$ cat config.mk
export PLATFORM = sky130hd
export DESIGN_NAME = act_sequencer
export DESIGN_NICKNAME = d
export VERILOG_FILES = /design/src/hdl/act_seq_pkg.sv /design/src/hdl/act_sequencer.sv
export SDC_FILE = /design/constraint.sdc
export NUM_CORES = 1
export LEC_CHECK = 0
export CAP_MARGIN = 20
export CORE_ASPECT_RATIO = 0.5
export CORE_MARGIN = 3
export CORE_UTILIZATION = 55
export CTS_CLUSTER_SIZE = 25
export DETAILED_ROUTE_END_ITERATION = 8
export DONT_BUFFER_PORTS = 1
export PLACE_DENSITY = 0.68
export SYNTH_ARGS = -nofsm -noshare
export SYNTH_HDL_FRONTEND = slang
export SYNTH_SLANG_ARGS = --single-unit
$ cat constraint.sdc
create_clock -name sys_clk -period 3 [get_ports sys_clk]
set_input_delay 0.15 -clock sys_clk [delete_from_list [all_inputs] [get_ports sys_clk]]
set_output_delay 0.15 -clock sys_clk [all_outputs]
set_load 0.02 [all_outputs]
$ cat src/hdl/act_seq_pkg.sv
// Constants for the card-side single-wire activation sequencer.
// Assumes a 40 MHz system clock; frame coding lives outside this block.
//
// Functional notes
// - Rising line starts card interface activation
// - Card resumes link, sends first sync
// - Unanswered resume: card gives up, stays silent
// - Repeat request resends sync, else ready
// - Corrupted frame: card stays silent
// - Restart from deactivated omits info field
// - Other interfaces and this link isolated
// - Give up resume after 100 ms
// - Reply resume within 2000 us
// - Deactivated restart: sync within 500 us
package act_seq_pkg;
  localparam int unsigned ClkPeriodPs    = 25000;
  localparam int unsigned GiveUpMs       = 100;
  localparam int unsigned ReplyMaxUs     = 2000;
  localparam int unsigned DeactSyncMaxUs = 500;
  // Longest times round down; reply sent well inside the window
  localparam int unsigned GiveUpCycles   =
    (GiveUpMs * 1000 * 1000) / (ClkPeriodPs / 1000);
  localparam int unsigned ReplyCycles    =
    (ReplyMaxUs * 1000) / (ClkPeriodPs / 1000);
  localparam int unsigned DeactCycles    =
    (DeactSyncMaxUs * 1000) / (ClkPeriodPs / 1000);
  localparam int unsigned CntW           = 23;

  typedef enum logic [1:0] {
    FrmSync  = 2'h1,
    FrmReady = 2'h2
  } frame_kind_t;

  typedef enum logic [5:0] {
    StOff     = 6'h01,
    StWaitSus = 6'h02,
    StResume  = 6'h04,
    StSend    = 6'h08,
    StListen  = 6'h10,
    StMute    = 6'h20
  } act_state_t;
endpackage

$ cat src/hdl/act_sequencer.sv
// Card-side activation sequencer for the single-wire link.
// Assumes line level and link states come from the physical layer, and
// frame coding and checking are done by a neighbouring framer.
`timescale 1ns/1ps
`default_nettype none
module act_sequencer
  import act_seq_pkg::*;
#(
  parameter int unsigned GiveUpCyc = act_seq_pkg::GiveUpCycles
) (
  // Clock and reset
  input  wire logic                     sys_clk,
  input  wire logic                     resetn,
  // Line state from the physical layer (asynchronous)
  input  wire logic                     lineLevel,
  input  wire logic                     linkSuspended,
  input  wire logic                     linkActivated,
  // Restart from deactivated state
  input  wire logic                     fromDeactivated,
  // Received power mode frame, same clock
  input  wire logic                     rxFrameValid,
  input  wire logic                     rxFrameGood,
  input  wire logic                     rxRepeatRequest,
  input  wire logic                     rxFullPower,
  // Transmit request towards the framer
  output logic                          resumeReq,
  output logic                          txFrameValid,
  output act_seq_pkg::frame_kind_t      txFrameKind,
  output logic                          txInfoOmit,
  input  wire logic                     txFrameDone,
  // Status
  output logic                          linkActive,
  output logic                          activationFailed,
  output logic                          fullPower
);
  import act_seq_pkg::*;

  ////////////////////////////////////////////////////////////////////////
  // Two-flop synchronisers
  logic [2:0] syncA_q;
  logic [2:0] syncB_q;
  logic       lineLast_q;
  always_ff @(posedge sys_clk) begin
    if (!resetn) begin
      syncA_q    <= 3'h0;
      syncB_q    <= 3'h0;
      lineLast_q <= 1'b0;
    end else begin
      syncA_q    <= {lineLevel, linkSuspended, linkActivated};
      syncB_q    <= syncA_q;
      lineLast_q <= syncB_q[2];
    end
  end
  logic lineHigh;
  logic lineRise;
  logic susp;
  logic actv;
  assign lineHigh = syncB_q[2];
  assign lineRise = syncB_q[2] & ~lineLast_q;
  assign susp     = syncB_q[1];
  assign actv     = syncB_q[0];

  ////////////////////////////////////////////////////////////////////////
  // Sequencer. Uses only its own reset: no other interface reset
  // reaches it, and it drives nothing of theirs.
  act_state_t        state_q;
  logic [CntW-1:0]   timer_q;
  frame_kind_t       kind_q;
  logic              omit_q;
  logic              timeUp;
  assign timeUp = (timer_q == '0);

  always_ff @(posedge sys_clk) begin
    if (!resetn) begin
      state_q          <= StOff;
      timer_q          <= '0;
      kind_q           <= FrmSync;
      omit_q           <= 1'b0;
      resumeReq        <= 1'b0;
      txFrameValid     <= 1'b0;
      linkActive       <= 1'b0;
      activationFailed <= 1'b0;
      fullPower        <= 1'b0;
    end else if (!lineHigh) begin
      // Line dropped: deactivated, state and requests idle; activationFailed and fullPower hold
      state_q      <= StOff;
      resumeReq    <= 1'b0;
      txFrameValid <= 1'b0;
      linkActive   <= 1'b0;
    end else begin
      if (!timeUp) begin
        timer_q <= timer_q - 1'b1;
      end
      unique case (state_q)
        StOff: begin
          if (lineRise) begin
            state_q          <= StWaitSus;
            omit_q           <= fromDeactivated;
            activationFailed <= 1'b0;
          end
        end
        StWaitSus: begin
          if (susp) begin
            state_q   <= StResume;
            resumeReq <= 1'b1;
            kind_q    <= FrmSync;
            timer_q   <= CntW'(GiveUpCyc);
          end
        end
        StResume: begin
          if (actv) begin
            state_q      <= StSend;
            resumeReq    <= 1'b0;
            txFrameValid <= 1'b1;
          end else if (timeUp) begin
            state_q          <= StMute;
            resumeReq        <= 1'b0;
            activationFailed <= 1'b1;
          end
        end
        StSend: begin
          if (txFrameDone) begin
            txFrameValid <= 1'b0;
            state_q      <= StListen;
            if (kind_q == FrmReady) begin
              linkActive <= 1'b1;
            end
          end
        end
        StListen: begin
          // Corrupted frames are dropped without a reply
          if (rxFrameValid && rxFrameGood) begin
            fullPower    <= rxFullPower;
            kind_q       <= rxRepeatRequest ? FrmSync : FrmReady;
            linkActive   <= 1'b0;
            txFrameValid <= 1'b1;
            state_q      <= StSend;
          end
        end
        StMute: begin
          // Silent until the line is deactivated
          state_q <= StMute;
        end
        default: begin
          state_q <= StOff;
        end
      endcase
    end
  end

  assign txFrameKind = kind_q;
  assign txInfoOmit  = omit_q;

  ////////////////////////////////////////////////////////////////////////
  // Checks. All run on the system clock and sleep through reset; line
  // low is excluded where the forced idle would mask the behaviour.
  give_up_a: assert property (
    @(posedge sys_clk) disable iff (!resetn)
    state_q == StResume && timeUp && !actv && lineHigh
    |=> state_q == StMute && activationFailed)
    else $error("resume not abandoned");
  mute_silent_a: assert property (
    @(posedge sys_clk) disable iff (!resetn)
    state_q == StMute |-> !txFrameValid && !resumeReq)
    else $error("muted card transmits");
  bad_silent_a: assert property (
    @(posedge sys_clk) disable iff (!resetn)
    state_q == StListen && rxFrameValid && !rxFrameGood && lineHigh
    |=> state_q == StListen && !txFrameValid)
    else $error("reply to corrupted frame");
  repeat_sync_a: assert property (
    @(posedge sys_clk) disable iff (!resetn)
    state_q == StListen && rxFrameValid && rxFrameGood && lineHigh
    |=> txFrameValid && kind_q == ($past(rxRepeatRequest) ? FrmSync
                                                       : FrmReady))
    else $error("wrong reply kind");
  resume_on_susp_a: assert property (
    @(posedge sys_clk) disable iff (!resetn)
    state_q == StWaitSus && susp && lineHigh |=> resumeReq)
    else $error("no resume");
  line_low_a: assert property (
    @(posedge sys_clk) disable iff (!resetn)
    !lineHigh |=> state_q == StOff && !txFrameValid)
    else $error("active while line low");
  omit_a: assert property (
    @(posedge sys_clk) disable iff (!resetn)
    state_q == StOff && lineRise |=> txInfoOmit == $past(fromDeactivated))
    else $error("info omit not captured");
  timer_a: assert property (
    @(posedge sys_clk) disable iff (!resetn)
    state_q == StResume && !actv && lineHigh ##1 state_q == StResume
    |-> timer_q < GiveUpCyc)
    else $error("timer not running");
  rise_start_a: assert property (
    @(posedge sys_clk) disable iff (!resetn)
    state_q == StOff && lineRise |=> state_q == StWaitSus)
    else $error("line rise ignored");
  hold_valid_a: assert property (
    @(posedge sys_clk) disable iff (!resetn)
    txFrameValid && !txFrameDone && lineHigh |=> txFrameValid)
    else $error("frame request dropped early");
  ready_active_a: assert property (
    @(posedge sys_clk) disable iff (!resetn)
    state_q == StSend && kind_q == FrmReady && txFrameDone && lineHigh
    |=> linkActive)
    else $error("ready frame sent but link not active");
  fail_sticky_a: assert property (
    @(posedge sys_clk) disable iff (!resetn)
    activationFailed && !(state_q == StOff && lineRise) |=> activationFailed)
    else $error("failure flag lost");

  cv_ready_c: cover property (@(posedge sys_clk) disable iff (!resetn)
    state_q == StSend && kind_q == FrmReady && txFrameDone);
  cv_mute_c: cover property (@(posedge sys_clk) disable iff (!resetn)
    state_q == StMute);
  cv_repeat_c: cover property (@(posedge sys_clk) disable iff (!resetn)
    state_q == StListen && rxFrameValid && rxFrameGood && rxRepeatRequest);
  cv_corrupt_c: cover property (@(posedge sys_clk) disable iff (!resetn)
    state_q == StListen && rxFrameValid && !rxFrameGood);
  cv_restart_c: cover property (@(posedge sys_clk) disable iff (!resetn)
    state_q == StOff && lineRise && fromDeactivated);
endmodule
`default_nettype wire

* Word level (Yosys, flattened, before mapping)
Cells that the tools add are included.
** Cells by class
- Equality and inequality tests :: 16
- Bitwise operators :: 2
- Add/subtract/negate cells :: 1
- Reductions and logical operators :: 16
- Multiplexer cells :: 30
** Operators by type and width (count)
- 23-bit 2-to-1 mux :: 3
- 6-bit 2-to-1 mux :: 6
- 6-bit one-hot mux with 6 select lines :: 1
- 23-bit logical NOT :: 1
- 23-bit by 1-bit subtractor with 23-bit output (second input constant) :: 1
- 2-bit != test (second input constant) :: 8
- 1-bit 2-to-1 mux :: 12
- 4-bit AND reduction :: 3
- 5-bit AND reduction :: 2
- 3-bit AND reduction :: 3
- 2-bit nonzero test :: 4
- 6-bit by 1-bit equality test with 1-bit output (second input constant) :: 1
- 6-bit by 2-bit equality test with 1-bit output (second input constant) :: 1
- 6-bit by 3-bit equality test with 1-bit output (second input constant) :: 1
- 6-bit by 4-bit equality test with 1-bit output (second input constant) :: 1
- 6-bit by 5-bit equality test with 1-bit output (second input constant) :: 1
- 6-bit equality test (second input constant) :: 1
- 2-bit 2-to-1 mux :: 3
- 1-bit one-hot mux with 2 select lines :: 3
- 2-bit one-hot mux with 2 select lines :: 1
- 3-bit != test (second input constant) :: 1
- 1-bit one-hot mux with 3 select lines :: 1
- 3-bit nonzero test :: 1
- 2-bit equality test (second input constant) :: 1
- 4 further kinds :: 4
** Word-level totals
- Bits in registers :: 44
- Output and inout port bits :: 8

* Longest topological paths before layout
Gate-level depths: netlist of run 1.
- Word-level depth :: 4
- Depth in mapped cells :: 8
- Depth with buffers taken out :: 7

* Worst setup path before layout of run 1
No wires, ideal clock.
- Path kind :: flip-flop to flip-flop
- Start :: register timer_q[15]
- End :: register timer_q[21]
- Setup slack :: 1.005 ns
- Setup time :: 0.103 ns
- Stages on the path, launching flop included :: 6
- Buffers on the path :: 1
- Arrival :: 1.892 ns
- Cell sequence :: dfxtp_1 -> or4_4 -> or2_0 -> buf_2 -> o311a_1 -> a2111oi_2
** On the way
- Word-level cells in the longest chain between the ends :: 4
** Ends and longest elaborated chain
- start: declaration :: line act_sequencer.sv:67 : logic [CntW-1:0] timer_q;
- start signal: assignment :: line act_sequencer.sv:92 : timer_q <= timer_q - 1'b1;
- start signal: assignment :: line act_sequencer.sv:107 : timer_q <= CntW'(GiveUpCyc);
- 23-bit by 1-bit subtractor with 23-bit output / 23-bit logical NOT (equally long branches) :: line act_sequencer.sv:92, act_sequencer.sv:71
- 23-bit 2-to-1 mux * :: line act_sequencer.sv:91 : if (!timeUp) begin
- 23-bit 2-to-1 mux :: line act_sequencer.sv:103 : if (susp) begin
- 23-bit 2-to-1 mux * :: line act_sequencer.sv:94 : unique case (state_q)
Every way passes the cells marked *; elsewhere a longest branch is shown, timed or not.
A chain may end at the register's enable or synchronous reset.

* Final worst setup path of run 1
- Start :: register timer_q[10]
- End :: register timer_q[21]
Same word-level chain as after synthesis.

==> qor.log, run 1 <==
INFO  layout         layout_common_cells=dfxtp_1 (44), nor2_1 (20), a21oi_1 (20)
INFO  routing        avgRoutedWirePerCell=16.5um
INFO  global_routing grt_usage=0.224
INFO  clock_network  clk_tree_root_cell=clkbuf_8
INFO  worst_setup_path r2r_cells=6
INFO  global_routing grt_antenna_before_repair=0
INFO  power_and_ir_drop p_int=1.45mW
INFO  worst_setup_path critPathKind=reg2reg
INFO  synthesis      syn_area_per_cell=8.89um2
INFO  synthesis      post_synthesis_instance_area=0.00222mm2
INFO  status         status=finished clean
INFO  routing        via_per_inst=6.35
INFO  clock_network  cts_num_sinks=44
INFO  clock_network  cts-buffers-inserted=5
INFO  synthesis      synth_seq_area_share=0.396
INFO  timing         report.final.hold_viol_count=0
INFO  power_and_ir_drop combPwrFrac=0.599
INFO  timing         maxClockFrequency=437MHz
INFO  timing         shortest_clock_period_the_worst_path_allows_after_layout=2.29ns
INFO  power_and_ir_drop share_clk_of_total_power=0.118
INFO  global_routing grt_pass1_vias=1,706
INFO  synthesis      syn-instance-count=250
INFO  power_and_ir_drop max-vdd-ir-drop=0.680mV
INFO  routing        drc_errors=0
INFO  timing         maxSlewViolCount=0
INFO  synthesis      ys_ff_latch=44
INFO  floorplanning  die_h=50.9um
INFO  layout         share_of_cells_above_drive_strength_1=0.0791
INFO  hold_path      hp-start=fromDeactivated
INFO  timing         setup_tns=0ns
INFO  clock_network  ctsHtreeMaxLevel=2
INFO  timing         worst-slew-pin-transition=0.572ns
INFO  clock_network  cts_repair_resize_count=0
INFO  synthesis      synth.lib_cells_used.distinct=55
INFO  layout         postLayoutCoreUtil=0.644
INFO  clock_network  worstSkewPairLatency=0.29ns
INFO  floorplanning  initial_utilization=0.610
INFO  layout         mostFrequentLayoutCell=dfxtp_1
INFO  layout         area_growth=5.46%
INFO  synthesis      synth_ff_type=dfxtp_1
INFO  global_routing gr-total-overflow=0
INFO  timing         grt_setup_unrepaired=no
INFO  power_and_ir_drop total_leakage_power=0.817nW
INFO  routing        wirelength=5020um
INFO  layout         n_antenna_cell=0
INFO  clock_network  tritoncts=built
INFO  global_routing grt_pass1_wl=8340um
INFO  global_routing maximum_number_of_pins_on_one_net_before_global_route_repair=26
INFO  synthesis      synth_enable_flop_cells=0
INFO  clock_network  clock_tree.buffer_depth=2
INFO  clock_network  path_clk_slew=0.08ns
INFO  routing        drtPass1Iterations=4
INFO  job            maxCapViolations=0
INFO  clock_network  number_of_post_cts_setup_repair_buffers=0
INFO  worst_setup_path critical_path.endpoint_type=register
INFO  routing        drtIter0Drc=90
INFO  hold_path      hold_path_depth=2
INFO  synthesis      ys_async_sr_fraction=0
INFO  floorplanning  core_region_area=0.00364mm2
INFO  floorplanning  design.die.area=0.00489mm2
INFO  synthesis      yosys_warnings=0
INFO  worst_setup_path critPathArrivalTime=2.48ns
INFO  routing        routed-via-count=1,929
INFO  place          hpwl=3530um
INFO  hold_path      hold_path_class=in2reg
INFO  place          port-buffer-count=0
INFO  power_and_ir_drop p_seq_frac=0.283
INFO  worst_setup_path timing.critical_path.from=timer_q[10]
INFO  timing         finalSetupViolCount=0
INFO  routing        number_of_nets_still_failing_antenna_checks_after_routing=0
INFO  worst_setup_path critical_path.reg2reg.startpoint=timer_q[10]
INFO  timing         final_min_period_over_clock_period=0.762
INFO  place          place.gp.congestion=0.953
INFO  synthesis      synthesis.nets=263
INFO  floorplanning  die_width=95.9um
INFO  layout         layout.nets=266
INFO  timing         maxSlewHeadroom=0.618
INFO  timing         fin_worst_skew=0.00230ns
INFO  worst_setup_path cp_max_fo=25
INFO  worst_setup_path critical_path.startpoint_type=register
INFO  power_and_ir_drop switching_share=0.507
INFO  power_and_ir_drop power-per-cell-area=1260mW/mm2
INFO  floorplanning  ios=19
INFO  worst_setup_path cp.required=3.19ns
INFO  floorplanning  rows=15
INFO  power_and_ir_drop power_switching=1.49mW
## stage by stage
stage / cells / hold slack (ns) / area (um2) / power, mW / setup slack, ns
3_5_place_dp: 293 / 0.249 / 2230 / 2.56 / 0.787
5_1_grt: 304 / 0.0202 / 2340 / 3.20 / 0.576
6_report: 304 / 0.00757 / 2340 / 2.95 / 0.713
4_1_cts: 304 / 0.00102 / 2340 / 2.92 / 0.771
3_3_place_gp: 293 / 0.235 / 2230 / 2.51 / 0.873
2_1_floorplan: 250 / 0.277 / 2220 / 2.35 / 1.00
## critical path: stages (launching register included)
cell and delay (ns):
dfxtp_1 0.40, nor4_4 0.39, nand4_4 0.20, nor3_4 0.51, buf_4 0.35, nor4_1 0.10, a2111oi_2 0.22
## worst paths after layout
path                 endpoint  slack [ns]
setup / recovery  timer_q[21]        0.71
hold / removal     txInfoOmit       0.008
setup reg to reg  timer_q[21]        0.71
hold reg to reg    syncB_q[2]        0.44
## routing by layer
layer  GRT usage  vias to the layer above  share of wire
met1       0.304                      908           0.48
met4      0.0731                        0          0.011
li1            -                      956              -
met2       0.341                       58           0.45
met5           0                        -              0
met3      0.0676                        7          0.067
## registers in the layout (all words and copies together) (netlist names)
name,flops
activationFailed,1
txFrameValid,1
fullPower,1
lineLast_q,1
state_q,6
syncA_q,3
timer_q,23
txFrameKind,2
resumeReq,1
syncB_q,3
txInfoOmit,1
linkActive,1
## synthesized netlist by cell type, types with 2 or more instances
cell       n  share of area
a31oi_1    7          0.020
or3_1      6          0.017
nand3b_1   2         0.0068
and2_1     9          0.025
o311ai_0   2         0.0079
or4b_1     4          0.018
nor3_1     3         0.0068
or4_1     14          0.047
nor2_1    20          0.034
o21ai_0    7          0.016
nand2_1   14          0.024
nor3_2     2         0.0090
clkbuf_1   4         0.0068
mux2i_1    2         0.0090
ha_1       2          0.011
nand4_1    3         0.0084
o31ai_1   12          0.041
nand4b_1   3          0.012
a21oi_1   20          0.045
o41ai_1    3          0.012
nor3b_1    3          0.010
inv_1      9          0.015
nand3_1    8          0.018
o21ai_1    3         0.0068
nor4_1     4          0.011
buf_2      3         0.0068
nor4b_1    2         0.0079
dfxtp_1   44           0.40
xor2_1     2         0.0079
clkbuf_8   3          0.019
nand2b_1   6          0.017
## cell type report
class	count	area, um2
well taps	51	63.8
flip-flops and latches	44	881
clock buffers	6	72.6
clock inverters	1	5.00
multi-input cells	186	1220
repair buffers	7	62.6
inverters	9	33.8
fillers	331	1300
## logic make-up (layout without fill, tap and decap cells)
group                      Yosys count  count (layout)  share of synthesized area
xor gates and xnor gates             2               2                    0.00788
muxes                                2               2                    0.00901
AOI/OAI and AO/OA                   65              65                      0.193
and+or+nand+nor                    115             115                      0.331
buffers and inverters               20              23                     0.0524
DFF                                 44              44                      0.396
adders and majority gates            2               2                     0.0113
## power groups by stage
stage / logic (mW) / registers [mW] / clock network (mW)
floorplan: 1.54 / 0.813 / 0
global placement: 1.67 / 0.840 / 0
detailed placement: 1.71 / 0.845 / 0
CTS: 1.73 / 0.831 / 0.359
global route: 1.95 / 0.853 / 0.391
finish: 1.77 / 0.833 / 0.349
## what timing repair did
item                                   in CTS  in global routing
endpoints found under the hold margin       8                  0
hold buffers                                4                  0
setup endpoints to repair                   0                  0
Power figures use the tool's default switching activity.
==> inputs of run 2 (changes only) <==
clock period = 2.2 ns   (was 3 ns; I/O delays follow)
==> run 2 against run 1 <==
- combinational power increased by 55%
- hold slack got worse by 0.0019 ns
- die area stayed put
- non-clock buffer count rose by 13
- clock skew grew 0.0020 ns
- global-route usage increased by 1.2 points
- largest cell class unchanged
- largest power group unchanged
- highest routed layer unchanged
==> qor.log, run 2 (synthesized netlist as in run 1, its figures left out) <==
INFO  global_routing grt_pass1_wl=8980um [+7.6%]
INFO  layout         share_of_cells_above_drive_strength_1=0.120 [+0.0408]
INFO  layout         n_antenna_cell=0 [unchanged]
INFO  global_routing maximum_number_of_pins_on_one_net_before_global_route_repair=38 [+46%]
INFO  hold_path      min_to=txFrameKind[0]
INFO  timing         maxClockFrequency=488MHz [+12%]
INFO  worst_setup_path cp.required=2.42ns [-0.77 ns]
INFO  worst_setup_path critical_path.reg2reg.startpoint=timer_q[11]
INFO  global_routing grt_pass1_vias=1,869 [+9.6%]
INFO  clock_network  worstSkewPairLatency=0.29ns [about the same]
INFO  floorplanning  core_region_area=0.00364mm2 [unchanged]
INFO  hold_path      hold_path_class=in2reg
INFO  timing         finalSetupViolCount=0 [unchanged]
INFO  floorplanning  ios=19 [unchanged]
INFO  timing         worst-slew-pin-transition=0.577ns [+0.00455 ns]
INFO  worst_setup_path rr_endpoint=timer_q[18]
INFO  timing         maxSlewHeadroom=0.610 [-0.00753]
INFO  routing        drc_errors=0 [unchanged]
INFO  clock_network  cts-buffers-inserted=5 [unchanged]
INFO  clock_network  path_clk_slew=0.08ns [about the same]
INFO  global_routing gr-total-overflow=0 [unchanged]
INFO  timing         grt_setup_unrepaired=no
INFO  timing         report.final.hold_viol_count=0 [unchanged]
INFO  floorplanning  rows=15 [unchanged]
INFO  worst_setup_path critical_path.startpoint_type=register
INFO  worst_setup_path critical_path.endpoint_type=register
INFO  timing         fin_worst_skew=0.00433ns [+0.00203 ns]
INFO  clock_network  cts_num_sinks=44 [unchanged]
INFO  layout         biggestRegsByFlops=timer_q x23, state_q x6
INFO  worst_setup_path r2r_cells=5 [-1]
INFO  layout         fillers=314 [-5.1%]
INFO  routing        avgRoutedWirePerCell=16.6um [+0.53%]
INFO  layout         layout_common_cells=dfxtp_1 (44), nor2_1 (20), a21oi_1 (20)
INFO  clock_network  clk_tree_root_cell=clkbuf_8
INFO  floorplanning  initial_utilization=0.610 [unchanged]
INFO  floorplanning  design.die.area=0.00489mm2 [unchanged]
INFO  power_and_ir_drop post-layout-total-power=4.51mW [+53%]
INFO  place          port-buffer-count=0 [unchanged]
INFO  routing        drtIter0Drc=88 [-2.2%]
INFO  power_and_ir_drop total_leakage_power=0.899nW [+10%]
INFO  clock_network  clock_tree.buffer_depth=2 [unchanged]
INFO  hold_path      hp-start=rxRepeatRequest
INFO  floorplanning  die_width=95.9um [unchanged]
INFO  timing         shortest_clock_period_the_worst_path_allows_after_layout=2.05ns [-0.238 ns]
INFO  power_and_ir_drop max-vdd-ir-drop=1.42mV [+110%]
INFO  timing         final_min_period_over_clock_period=0.931 [+0.169]
INFO  floorplanning  die_h=50.9um [unchanged]
INFO  routing        number_of_nets_still_failing_antenna_checks_after_routing=0 [unchanged]
INFO  layout         area_growth=12.3%
INFO  worst_setup_path critPathArrivalTime=2.27ns [-0.21 ns]
INFO  layout         largest_register_ffs=23 [unchanged]
INFO  routing        drtPass1Iterations=5 [+1]
INFO  routing        wirelength=5280um [+5.2%]
INFO  layout         final-instance-count-excl-fill=318 [+4.6%]
INFO  place          hpwl=3530um [about the same]
INFO  clock_network  number_of_post_cts_setup_repair_buffers=0 [unchanged]
INFO  worst_setup_path reg2reg_slack=0.15ns [-0.56 ns]
INFO  routing        via_per_inst=6.37 [+0.36%]
INFO  global_routing grt_antenna_before_repair=0 [unchanged]
INFO  status         status=finished clean
INFO  layout         mostFrequentLayoutCell=dfxtp_1
INFO  hold_path      hold_path_depth=2 [unchanged]
INFO  routing        routed-via-count=2,025 [+5.0%]
INFO  clock_network  ctsHtreeMaxLevel=2 [unchanged]
INFO  timing         layout_setup_ws=0.151ns [-0.562 ns]
INFO  clock_network  tritoncts=built
INFO  place          place.gp.congestion=0.859 [-9.8%]
INFO  global_routing grt_usage=0.236 [+0.0119]
INFO  job            maxCapViolations=0 [unchanged]
INFO  timing         maxSlewViolCount=0 [unchanged]
INFO  place          place.detailed.instances=304 [+3.8%]
INFO  layout         layout.nets=279 [+4.9%]
INFO  place          detailedPlace.worstSlack=0.147ns [-0.640 ns]
INFO  power_and_ir_drop power-per-cell-area=1810mW/mm2 [+44%]
INFO  worst_setup_path critPathKind=reg2reg
INFO  timing         setup_tns=0ns [unchanged]
INFO  worst_setup_path cp_max_fo=7 [-72%]
INFO  layout         largest_register=timer_q
## run 2: per-layer routing
metal / global-route usage / share of wire
met5: 0 / 0
met4: 0.0542 / 0.0089
met3: 0.0603 / 0.064
met2: 0.381 / 0.45
met1: 0.317 / 0.47
## run 2: layout make-up
cell class	instances	area (um2)	area share
timing repair buffer	20	178	0.0712
inverter	9	33.8	0.0135
multi-input combinational	186	1230	0.493
clock inverter	2	35.0	0.0140
clock buffer	6	72.6	0.0291
tap	51	63.8	0.0256
sequential	44	881	0.353
## run 2: metrics by stage
stage / cell area [um2] / util / hold slack, ns
after detailed placement: 2320 / 0.637 / 0.201
after global placement: 2320 / 0.637 / 0.193
after global routing: 2490 / 0.685 / 0.0148
after floorplan: 2220 / - / 0.237
after CTS: 2490 / 0.684 / 0.000659
final: 2490 / 0.685 / 0.00570
## run 2: worst max-delay path by stage
stage | cells past startpoint | start | end | slack (ns)
global route | 6 | timer_q[11] | timer_q[20] | 0.01
global placement | 5 | timer_q[10] | timer_q[18] | 0.21
floorplan | 5 | timer_q[15] | timer_q[21] | 0.20
CTS | 5 | timer_q[10] | timer_q[18] | 0.13
detailed placement | 5 | timer_q[10] | timer_q[18] | 0.15
finish | 5 | timer_q[11] | timer_q[18] | 0.15
## run 2: timing repair
item,in CTS,in global routing
endpoints found under the setup margin,0,3
gates resized for setup,0,1
hold buffers,6,0
endpoints found under the hold margin,10,0
## run 2: worst max-delay path, cell delays in order (launching register included)
cell,delay [ns]
dfxtp_1,0.38
nor4_4,0.35
nand4_4,0.21
or4_1,0.46
or4_1,0.42
a31oi_1,0.17
## run 2: power by group
group	switching [mW]	internal (mW)	total, mW
combinational	1.70	1.06	2.75
clock	0.272	0.337	0.609
sequential	0.191	0.957	1.15
